**config.mk**
```make
export PLATFORM = sky130hd
export DESIGN_NAME = mbs_bus_sequencer
export DESIGN_NICKNAME = d
export VERILOG_FILES = /design/src/core/mbs_pkg.sv /design/src/core/mbs_sync.sv /design/src/core/mbs_ai_map.sv /design/src/core/mbs_bus_sequencer.sv
export SDC_FILE = /design/constraint.sdc
export NUM_CORES = 1
export LEC_CHECK = 0
export BUFFER_PORTS_ARGS = -buffer_cell sky130_fd_sc_hd__buf_2
export CAP_MARGIN = 20
export CORE_ASPECT_RATIO = 0.7
export CORE_MARGIN = 5
export CORE_UTILIZATION = 35
export CTS_CLUSTER_SIZE = 12
export DETAILED_ROUTE_END_ITERATION = 8
export PLACE_DENSITY = 0.56
export RECOVER_POWER = 25
export SKIP_CTS_REPAIR_TIMING = 1
export SYNTH_ARGS = -nofsm -noshare
export SYNTH_HDL_FRONTEND = slang
export SYNTH_SLANG_ARGS = --single-unit
```
**constraint.sdc**
```tcl
create_clock -name pclk -period 2.62 [get_ports pclk]
set_clock_uncertainty 0.15 [all_clocks]
set_input_delay 0.655 -clock pclk [delete_from_list [all_inputs] [get_ports pclk]]
set_output_delay 0.655 -clock pclk [all_outputs]
set_load 0.01 [all_outputs]
```
**src/core/mbs_pkg.sv**
```systemverilog
// Constants and types shared by the memory bus sequencer files.
////////////////////////////////////////////////////////////////////////////////
// Overview of operation
// (RQ1) 16-bit read word stays stable during priority-in; taken when column strobe negates.
// (RQ2) Dynamic line usage depends on memory size: 4K, 16K or 64K parts.
// (RQ3) Multiplexed lines carry the row address first, then the column address.
// (RQ4) Address bits map to multiplexed lines out of order, per row/column table.
// (RQ5) Row strobe assertion latches row and static address; column strobe latches column.
// (RQ6) In 16-bit mode both byte read/write controls stay high throughout a read transaction.
// (RQ7) In 4K/16K dynamic mode line 0 flags an opcode read during the row.
// (RQ8) Line 0 is released before priority-in asserts.
// (RQ9) Static and 64K modes flag opcode reads with select 0 high, select 1 low.
// (RQ10) Refresh drives the refresh counter onto the multiplexed lines.
// (RQ11) Every write pairs with a preceding read, except interrupt stack writes.
// (RQ12) Dynamic mode drives the static address on the data lines concurrently.
// (RQ13) 16-bit writes drive data on all sixteen data lines for memory capture.
// (RQ14) Write byte controls: word 00, even low byte 10, odd high byte 01.
// (RQ15) Write controls assert before column strobe normally, at or after when delayed.
// (RQ16) 8-bit word access is low byte then address plus one; byte once.
// (RQ17) 8-bit mode puts high address byte on static lines, low on data lines.
// (RQ18) 8-bit read data on low data lines, taken when column strobe negates.
// (RQ19) 8-bit read strobe uses the high-byte control, normal or delayed timing.
// (RQ20) Width, static/dynamic, memory size and control timing are stable settings.
package mbs_pkg;
	// Register byte offsets on the APB side.
	localparam logic [7:0] CFG_OFF = 8'h00;
	localparam logic [7:0] ADDR_OFF = 8'h04;
	localparam logic [7:0] WDATA_OFF = 8'h08;
	localparam logic [7:0] CMD_OFF = 8'h0c;
	localparam logic [7:0] STAT_OFF = 8'h10;
	localparam logic [7:0] RDATA_OFF = 8'h14;
	// Configuration field positions and value after reset.
	localparam int CFG_WIDTH8_BIT = 0;
	localparam int CFG_DYNAMIC_BIT = 1;
	localparam int CFG_BIG64K_BIT = 2;
	localparam int CFG_DELAYED_BIT = 3;
	localparam logic [3:0] CFG_RESET = 4'h2;
	// Command field positions.
	localparam int CMD_BYTE_BIT = 2;
	localparam int CMD_FETCH_BIT = 3;
	// Status field positions.
	localparam int STAT_BUSY_BIT = 0;
	localparam int STAT_DONE_BIT = 1;
	localparam int STAT_REFUSED_BIT = 2;
	// Command kinds.
	localparam logic [1:0] KIND_READ = 2'h0;
	localparam logic [1:0] KIND_READ_WRITE = 2'h1;
	localparam logic [1:0] KIND_STACK_WRITE = 2'h2;
	localparam logic [1:0] KIND_REFRESH = 2'h3;
	// Select code for an opcode read, and clock cycles per bus phase.
	localparam logic [1:0] SEL_FETCH = 2'h1;
	localparam int PHASE_CYCLES = 4;
	// Bus phases of one transaction.
	typedef enum logic [2:0] {
		S_IDLE, S_ADDR, S_ROW, S_COL, S_CAS, S_PI, S_CLOSE, S_END
	} mbs_state_e;
endpackage : mbs_pkg

```
**src/core/mbs_sync.sv**
```systemverilog
// Two flip-flop synchroniser for pin inputs.
`timescale 1ns/1ps
module mbs_sync #(
	parameter int WIDTH = 16
) (
	input wire logic clk,
	input wire logic rst_n,
	input wire logic [WIDTH-1:0] d,
	output logic [WIDTH-1:0] q
);
	logic [WIDTH-1:0] meta;

	// The first stage is read only by the second.
	always_ff @(posedge clk or negedge rst_n)
	begin
		if (!rst_n)
		begin
			meta <= '0;
			q <= '0;
		end
		else
		begin
			meta <= d;
			q <= meta;
		end
	end
endmodule : mbs_sync

```
**src/core/mbs_ai_map.sv**
```systemverilog
// Row and column mapping of address bits onto the multiplexed lines.
`timescale 1ns/1ps
module mbs_ai_map (
	input wire logic [15:0] addr,
	input wire logic fetch_flag,
	input wire logic big64k,
	input wire logic column,
	output logic [7:0] lines
);
	// Lines 1 to 6 carry odd bits in the row and even bits in the column.
	always_comb
	begin
		lines = 8'h00;
		for (int k = 1; k < 7; k++)
		begin
			lines[k] = column ? addr[2*k] : addr[2*k-1]; // RQ4
		end
		if (column)
		begin
			lines[0] = addr[14]; // RQ4
			lines[7] = big64k ? addr[12] : addr[14]; // RQ2
		end
		else
		begin
			lines[0] = big64k ? addr[15] : fetch_flag; // RQ7
			lines[7] = addr[13]; // RQ2
		end
	end
endmodule : mbs_ai_map

```
**src/core/mbs_bus_sequencer.sv**
```systemverilog
// External memory bus sequencer with an APB register port.
`timescale 1ns/1ps
module mbs_bus_sequencer #(
	parameter int PHASE_CYCLES = mbs_pkg::PHASE_CYCLES
) (
	input wire logic pclk,
	input wire logic presetn,
	input wire logic psel,
	input wire logic penable,
	input wire logic pwrite,
	input wire logic [7:0] paddr,
	input wire logic [31:0] pwdata,
	output logic [31:0] prdata,
	output logic pready,
	output logic pslverr,
	input wire logic [15:0] muxed_data_address_lines_in,
	output logic [15:0] muxed_data_address_lines_out,
	output logic [15:0] muxed_data_address_lines_oe,
	output logic [7:0] row_column_address_lines_out,
	output logic [7:0] row_column_address_lines_oe,
	output logic [7:0] static_high_address_lines,
	output logic row_strobe_n,
	output logic column_strobe_n,
	output logic priority_in_strobe,
	output logic high_byte_read_write_n,
	output logic low_byte_read_write_n,
	output logic [1:0] select_code
);
	localparam logic [7:0] PC_LAST = 8'(PHASE_CYCLES - 1);

	logic width8, dynamic, big64k, delayed;
	logic [15:0] addr_reg, wdata_reg, rdata_reg;
	logic [1:0] kind;
	logic byte_op, fetch, done_flag, refused_flag;
	logic [7:0] refresh_count, phase_count, map_lines;
	logic cur_write, cur_high, read_seen, tick, start, is_ref, two_part, more;
	logic wr_en, addr_ok;
	logic [15:0] eff_addr, dal_sync;
	logic [7:0] wbyte;
	mbs_pkg::mbs_state_e state, next_state;
	logic ras_c, cas_c, pi_c, hb_c, lb_c, ctrl_on, ai_col;
	logic [15:0] dal_c, dal_oe_c;
	logic [7:0] ai_c, ai_oe_c, sal_c;
	logic [1:0] sel_c;

	////////////////////////////////////////////////////////////////////////////
	// Register port.

	// Zero wait states; unmapped addresses answer with an error.
	assign pready = 1'b1;
	assign wr_en = psel && penable && pwrite;
	assign addr_ok = (paddr == mbs_pkg::CFG_OFF) || (paddr == mbs_pkg::ADDR_OFF) ||
		(paddr == mbs_pkg::WDATA_OFF) || (paddr == mbs_pkg::CMD_OFF) ||
		(paddr == mbs_pkg::STAT_OFF) || (paddr == mbs_pkg::RDATA_OFF);
	assign pslverr = psel && penable && !addr_ok;
	assign start = wr_en && (paddr == mbs_pkg::CMD_OFF) && (state == mbs_pkg::S_IDLE);

	// Configuration only changes while the bus is idle, so it is stable per access.
	always_ff @(posedge pclk or negedge presetn)
	begin
		if (!presetn)
			{delayed, big64k, dynamic, width8} <= mbs_pkg::CFG_RESET;
		else if (wr_en && paddr == mbs_pkg::CFG_OFF && state == mbs_pkg::S_IDLE)
			{delayed, big64k, dynamic, width8} <= pwdata[3:0]; // RQ20
	end

	// Address, write data and command are held for the whole sequence.
	always_ff @(posedge pclk or negedge presetn)
	begin
		if (!presetn)
		begin
			addr_reg <= 16'h0000;
			wdata_reg <= 16'h0000;
			kind <= mbs_pkg::KIND_READ;
			byte_op <= 1'b0;
			fetch <= 1'b0;
		end
		else if (state == mbs_pkg::S_IDLE && wr_en)
		begin
			if (paddr == mbs_pkg::ADDR_OFF)
				addr_reg <= pwdata[15:0];
			if (paddr == mbs_pkg::WDATA_OFF)
				wdata_reg <= pwdata[15:0];
			if (paddr == mbs_pkg::CMD_OFF)
			begin
				kind <= pwdata[1:0];
				byte_op <= pwdata[mbs_pkg::CMD_BYTE_BIT];
				fetch <= pwdata[mbs_pkg::CMD_FETCH_BIT];
			end
		end
	end

	// Sticky status flags; a new event wins over a clear in the same cycle.
	always_ff @(posedge pclk or negedge presetn)
	begin
		if (!presetn)
		begin
			done_flag <= 1'b0;
			refused_flag <= 1'b0;
		end
		else
		begin
			if (state == mbs_pkg::S_END && tick && !more)
				done_flag <= 1'b1;
			else if (wr_en && paddr == mbs_pkg::STAT_OFF && pwdata[mbs_pkg::STAT_DONE_BIT])
				done_flag <= 1'b0;
			if (wr_en && paddr == mbs_pkg::CMD_OFF && state != mbs_pkg::S_IDLE)
				refused_flag <= 1'b1;
			else if (wr_en && paddr == mbs_pkg::STAT_OFF && pwdata[mbs_pkg::STAT_REFUSED_BIT])
				refused_flag <= 1'b0;
		end
	end

	// Read data is latched in the setup cycle and stands through the access.
	always_ff @(posedge pclk or negedge presetn)
	begin
		if (!presetn)
			prdata <= 32'h0000_0000;
		else if (psel && !penable)
		begin
			case (paddr)
				mbs_pkg::CFG_OFF: prdata <= {28'h000_0000, delayed, big64k, dynamic, width8};
				mbs_pkg::ADDR_OFF: prdata <= {16'h0000, addr_reg};
				mbs_pkg::WDATA_OFF: prdata <= {16'h0000, wdata_reg};
				mbs_pkg::CMD_OFF: prdata <= {28'h000_0000, fetch, byte_op, kind};
				mbs_pkg::STAT_OFF: prdata <= {29'h0000_0000, refused_flag, done_flag,
					state != mbs_pkg::S_IDLE};
				mbs_pkg::RDATA_OFF: prdata <= {16'h0000, rdata_reg};
				default: prdata <= 32'h0000_0000;
			endcase
		end
	end

	////////////////////////////////////////////////////////////////////////////
	// Phase timing and sequencing.

	// Phase divider: one tick per bus phase while a transaction runs.
	always_ff @(posedge pclk or negedge presetn)
	begin
		if (!presetn)
			phase_count <= 8'h00;
		else if (state == mbs_pkg::S_IDLE || tick)
			phase_count <= 8'h00;
		else
			phase_count <= phase_count + 8'h01;
	end
	assign tick = (state != mbs_pkg::S_IDLE) && (phase_count == PC_LAST);

	assign is_ref = (kind == mbs_pkg::KIND_REFRESH);
	assign two_part = width8 && !byte_op && !is_ref;
	assign more = (two_part && !cur_high) ||
		(kind == mbs_pkg::KIND_READ_WRITE && !cur_write);
	assign eff_addr = addr_reg + {15'h0000, cur_high};
	assign wbyte = cur_high ? wdata_reg[15:8] : wdata_reg[7:0];

	// Phase order: address, row, column, column strobe, priority-in, close, end; a refresh goes from row straight to end.
	always_comb
	begin
		next_state = state;
		unique case (state)
			mbs_pkg::S_IDLE: if (start) next_state = mbs_pkg::S_ADDR;
			mbs_pkg::S_ADDR: if (tick) next_state = mbs_pkg::S_ROW;
			mbs_pkg::S_ROW: if (tick) next_state = is_ref ? mbs_pkg::S_END : mbs_pkg::S_COL;
			mbs_pkg::S_COL: if (tick) next_state = mbs_pkg::S_CAS;
			mbs_pkg::S_CAS: if (tick) next_state = mbs_pkg::S_PI;
			mbs_pkg::S_PI: if (tick) next_state = mbs_pkg::S_CLOSE;
			mbs_pkg::S_CLOSE: if (tick) next_state = mbs_pkg::S_END;
			mbs_pkg::S_END: if (tick) next_state = more ? mbs_pkg::S_ADDR : mbs_pkg::S_IDLE;
		endcase
	end

	// State register.
	always_ff @(posedge pclk or negedge presetn)
	begin
		if (!presetn)
			state <= mbs_pkg::S_IDLE;
		else
			state <= next_state;
	end

	// Step order: reads before the paired write, low byte before high byte.
	always_ff @(posedge pclk or negedge presetn)
	begin
		if (!presetn)
		begin
			cur_write <= 1'b0;
			cur_high <= 1'b0;
			read_seen <= 1'b0;
		end
		else if (start)
		begin
			cur_write <= (pwdata[1:0] == mbs_pkg::KIND_STACK_WRITE); // RQ11
			cur_high <= 1'b0;
			read_seen <= 1'b0;
		end
		else if (tick)
		begin
			if (state == mbs_pkg::S_PI && !cur_write)
				read_seen <= 1'b1;
			if (state == mbs_pkg::S_END && more)
			begin
				if (two_part && !cur_high)
					cur_high <= 1'b1; // RQ16
				else
				begin
					cur_write <= 1'b1; // RQ11
					cur_high <= 1'b0;
				end
			end
		end
	end

	// Read data is taken as the column strobe negates at the end of priority-in.
	always_ff @(posedge pclk or negedge presetn)
	begin
		if (!presetn)
			rdata_reg <= 16'h0000;
		else if (tick && state == mbs_pkg::S_PI && !cur_write && !is_ref)
		begin
			if (!width8)
				rdata_reg <= dal_sync; // RQ1
			else if (cur_high)
				rdata_reg[15:8] <= dal_sync[7:0]; // RQ18
			else
				rdata_reg <= {8'h00, dal_sync[7:0]}; // RQ18
		end
	end

	// Refresh address advances after each refresh.
	always_ff @(posedge pclk or negedge presetn)
	begin
		if (!presetn)
			refresh_count <= 8'h00;
		else if (tick && state == mbs_pkg::S_END && is_ref)
			refresh_count <= refresh_count + 8'h01;
	end

	mbs_sync #(
		.WIDTH(16)
	) u_dal_sync (
		.clk(pclk),
		.rst_n(presetn),
		.d(muxed_data_address_lines_in),
		.q(dal_sync)
	);

	mbs_ai_map u_ai_map (
		.addr(eff_addr),
		.fetch_flag(fetch && !cur_write),
		.big64k(big64k),
		.column(ai_col),
		.lines(map_lines)
	);

	////////////////////////////////////////////////////////////////////////////
	// Pin decode.

	// Strobes, byte controls and select code from the current phase.
	always_comb
	begin
		ras_c = !(state inside {mbs_pkg::S_ROW, mbs_pkg::S_COL, mbs_pkg::S_CAS,
			mbs_pkg::S_PI, mbs_pkg::S_CLOSE}); // RQ5
		cas_c = is_ref || !(state inside {mbs_pkg::S_CAS, mbs_pkg::S_PI}); // RQ5
		pi_c = (state == mbs_pkg::S_PI);
		ctrl_on = !is_ref && (delayed ? state inside {mbs_pkg::S_CAS, mbs_pkg::S_PI} :
			state inside {mbs_pkg::S_COL, mbs_pkg::S_CAS, mbs_pkg::S_PI}); // RQ15
		hb_c = 1'b1; // RQ6
		lb_c = 1'b1; // RQ6
		if (ctrl_on && cur_write)
		begin
			if (width8)
				lb_c = 1'b0;
			else if (!byte_op)
				{hb_c, lb_c} = 2'h0; // RQ14
			else
				{hb_c, lb_c} = addr_reg[0] ? 2'h1 : 2'h2; // RQ14
		end
		else if (ctrl_on && width8)
			hb_c = 1'b0; // RQ19
		sel_c = 2'h0;
		if (fetch && !cur_write && !is_ref && (width8 || big64k || !dynamic) &&
			!(width8 && cur_high) && state inside {mbs_pkg::S_ADDR, mbs_pkg::S_ROW,
			mbs_pkg::S_COL, mbs_pkg::S_CAS, mbs_pkg::S_PI, mbs_pkg::S_CLOSE})
			sel_c = mbs_pkg::SEL_FETCH; // RQ9
	end

	// Data lines carry the address first, then write data or release for reads.
	always_comb
	begin
		dal_c = 16'h0000;
		dal_oe_c = 16'h0000;
		sal_c = 8'h00;
		if (state != mbs_pkg::S_IDLE && state != mbs_pkg::S_END && !is_ref)
		begin
			if (width8)
				sal_c = eff_addr[15:8]; // RQ17
			if (state inside {mbs_pkg::S_ADDR, mbs_pkg::S_ROW, mbs_pkg::S_COL})
			begin
				dal_c = width8 ? {8'h00, eff_addr[7:0]} : eff_addr; // RQ12 RQ17
				dal_oe_c = width8 ? 16'h00ff : 16'hffff;
			end
			else if (cur_write && state != mbs_pkg::S_CLOSE)
			begin
				dal_c = width8 ? {8'h00, wbyte} : wdata_reg; // RQ13
				dal_oe_c = width8 ? 16'h00ff : 16'hffff; // RQ13
			end
		end
	end

	// Multiplexed lines: row, then column, released just before priority-in.
	always_comb
	begin
		ai_col = (state inside {mbs_pkg::S_COL, mbs_pkg::S_CAS});
		ai_c = 8'h00;
		ai_oe_c = 8'h00;
		if (is_ref && state inside {mbs_pkg::S_ADDR, mbs_pkg::S_ROW})
		begin
			ai_c = refresh_count; // RQ10
			ai_oe_c = 8'hff;
		end
		else if (!is_ref && !width8 && dynamic && (state inside {mbs_pkg::S_ADDR,
			mbs_pkg::S_ROW, mbs_pkg::S_COL} || (state == mbs_pkg::S_CAS && !tick)))
		begin
			ai_c = map_lines; // RQ3
			ai_oe_c = 8'hff; // RQ8
		end
	end

	// All memory bus pins leave flip-flops, one clock after the phase decode.
	always_ff @(posedge pclk or negedge presetn)
	begin
		if (!presetn)
		begin
			row_strobe_n <= 1'b1;
			column_strobe_n <= 1'b1;
			priority_in_strobe <= 1'b0;
			high_byte_read_write_n <= 1'b1;
			low_byte_read_write_n <= 1'b1;
			select_code <= 2'h0;
			muxed_data_address_lines_out <= 16'h0000;
			muxed_data_address_lines_oe <= 16'h0000;
			row_column_address_lines_out <= 8'h00;
			row_column_address_lines_oe <= 8'h00;
			static_high_address_lines <= 8'h00;
		end
		else
		begin
			row_strobe_n <= ras_c;
			column_strobe_n <= cas_c;
			priority_in_strobe <= pi_c;
			high_byte_read_write_n <= hb_c;
			low_byte_read_write_n <= lb_c;
			select_code <= sel_c;
			muxed_data_address_lines_out <= dal_c;
			muxed_data_address_lines_oe <= dal_oe_c;
			row_column_address_lines_out <= ai_c;
			row_column_address_lines_oe <= ai_oe_c;
			static_high_address_lines <= sal_c;
		end
	end
endmodule : mbs_bus_sequencer

```
==> summary.md <==
| Metric | Value |
|---|---|
| Status | `completed` |
| Min-Delay Path Depth | `1` |
| Worst slew pin tran | `1.39 ns` |
| Via/cell ratio | `4.96` |
| IO Port Bufs | `123` |
| Dpl ws | `-0.197 ns` |
| Sequential cell area fraction in the yosys report | `0.557` |
| Initial core utilization | `0.353` |
| Arr. time, crit path | `1.81 ns` |
| 1st-pass router iterations | `7` |
| I/O pins | `158` |
| Ys Warns | `0` |
| Max_cap viols | `0` |
| TritonCTS clock tree | `yes` |
| Finished Cell Area | `0.00918 mm2` |
| Wire length per cell | `18.3 um` |
| Cts bufs inserted | `17` |
| Most common flop cell mapped by yosys | `dfrtp_1` |
| Clock tree sinks | `168` |
| P_leak | `4.38 nW` |
| TNS Setup | `0 ns` |
| Global placer's final weighted congestion | `0.840` |
| Detail Placement HPWL | `15.3 mm` |
| CP Class | `input pin to output port` |
| RSZ-0062 raised after global routing | `true` |
| Hold WS | `0.172 ns` |
| Initial antenna violation count | `0` |
| Fin worst setup slack | `0.00978 ns` |
| First-pass GRT wire length | `31.2 mm` |
| Antenna-violating nets left | `0` |
| Fin crit period | `2.61 ns` |
| Area occupied by multi-input gates | `0.00303 mm2` |
| Distinct cells, synth | `56` |
| Hold Fails Final Rpt | `0` |
| # fillers | `2047` |
| Final period util | `0.996` |
| Nets | `865` |
| Slew Limit Fails | `0` |
| Yosys reg bits | `168` |
| VDD IR-drop max | `467 uV` |
| Placed cell area | `0.00859 mm2` |
| Final core occ | `0.428` |
| H-Tree Depth | `4` |
| R2R depth | `6` |
| GRT overflow | `0` |
| Largest net degree at the start of global routing | `54` |
| Share of cells above drive strength 1 | `0.333` |
| Die width | `186 um` |
| Gate Count Post-Synth | `659` |
| Root Buffer | `clkbuf_16` |
| DRC | `0` |
| Max_slew headroom | `0.0720` |
| Crit-path max FO | `4` |
| Startpoint types | `input pin` |
| Area Overhead vs Synth | `21.4%` |
| Vias in the first global route | `5273` |
| Clock transition at path regs | `0.07 ns` |
| Share of synthesized registers carrying an async set or reset | `1.00` |
| Num rows | `45` |
| Register area | `0.00421 mm2` |
| Critical path capture point type | `output port` |
| Diode count | `0` |
| Hold WC Path Type | `input pin to flop` |
| Chip height | `133 um` |
| Core Box Area | `0.0215 mm2` |
| Pwr/cell area | `579 mW/mm2` |
| Fmax | `383 MHz` |
| Post-synth EDFFs | `0` |
| Starting DRT DRC Count | `392` |
| Post-Route WL | `20.0 mm` |
| Skew-Pair Late Insertion Delay | `0.43 ns` |
| Post-Syn Area per Cell | `11.5 um2` |
| Maximum clock path buffer count | `2` |
| Setup Viol. Count Final | `0` |
| Die Area | `0.0247 mm2` |
| Total GRT Usage | `0.165` |
| Req. time, crit path | `1.81 ns` |
| Vias after detailed routing | `5431` |
| Mapped cell area | `0.00756 mm2` |
-- layer usage --
metal,track usage,vias up,wire length [um]
met5,0,-,0
li1,-,2565,-
met1,0.279,2671,10500
met2,0.208,182,7910
met4,0.0291,0,119
met3,0.0423,13,1440
-- where the power goes --
part	leakage [nW]	internal, mW	total [mW]	switching [mW]
registers	2.22	2.63	2.65	0.0217
logic	1.88	0.0760	0.226	0.150
clock network	0.274	1.33	2.44	1.11
total	4.38	4.04	5.32	1.28
-- layout by cell type (no fill, tap or decap), types with 14 or more instances in the layout --
cell and n:
dfrtp_1 163, buf_2 120, nand2_1 63, nor2_1 40
buf_4 40, mux2_2 38, o21ai_0 24, a21oi_1 24
a22o_1 21, nand3_1 19, conb_1 18, clkbuf_16 17
xor2_1 15, and3_1 14, nand2b_1 14
-- worst max-delay path, cell delays in order --
cell      delay (ns)
buf_6           0.09
or4_4           0.58
nor3_4          0.23
a211oi_2        0.08
buf_2           0.17
-- cell type report --
class,count,area share
Timing Repair Buffer,168,0.109
Tap cell,282,0.0384
Multi-Input combinational cell,438,0.330
Clock buffer,18,0.0467
Inverter,6,0.00245
Clock inverter,14,0.0157
Sequential cell,168,0.459
-- cell usage after synthesis (6+ instances only) --
library cell	count	area share
mux2_2	38	0.057
a22o_1	21	0.024
nor2_1	40	0.020
o2bb2ai_1	13	0.015
a21oi_1	24	0.016
xor2_1	15	0.017
xnor2_1	14	0.016
nor4_1	6	0.0050
nor3_1	9	0.0060
clkbuf_1	20	0.0099
nor2b_1	11	0.0091
inv_1	6	0.0030
and3_1	14	0.012
a211oi_1	7	0.0069
nand2b_1	14	0.012
nand3_1	19	0.013
dfrtp_1	163	0.54
a22oi_1	13	0.013
nand2_1	63	0.031
nand4_1	8	0.0066
buf_4	39	0.039
o21ai_0	24	0.016
mux2_4	10	0.020
mux2i_1	11	0.015
-- through the flow --
step,power (mW),instances
floorplan,2.79,675
global placement,2.93,1062
finish,5.32,1094
detailed placement,2.93,1062
CTS,5.38,1094
global route,5.52,1094
-- path summary, 6_finish.rpt --
path | from | end | slack [ns]
worst max-delay path | paddr[6] | pslverr | 0.01
worst min-delay path | muxed_data_address_lines_in[4] | u_dal_sync.meta[4] | 0.17
worst max register to register | addr_reg[0] | row_column_address_lines_out[0] | 0.14
worst min register to register | u_dal_sync.meta[3] | u_dal_sync.q[3] | 0.19
max in group asynchronous | presetn | rdata_reg[7] | 0.46
min in group asynchronous | presetn | wdata_reg[15] | 0.39
-- logic make-up (layout without fill, tap and decap cells) --
| kind of cell | count (synthesis) | in the layout | synth area share |
|---|---|---|---|
| AOI/OAI and AO/OA | 117 | 117 | 0.108 |
| other | 2 | 18 | 0.000993 |
| buffers and inverters | 69 | 206 | 0.0571 |
| and+or+nand+nor | 208 | 208 | 0.140 |
| adders and majority gates | 6 | 6 | 0.00959 |
| xor gates and xnor gates | 29 | 29 | 0.0336 |
| DFF | 168 | 168 | 0.557 |
| muxes | 60 | 60 | 0.0939 |
Power figures use the tool's default switching activity.
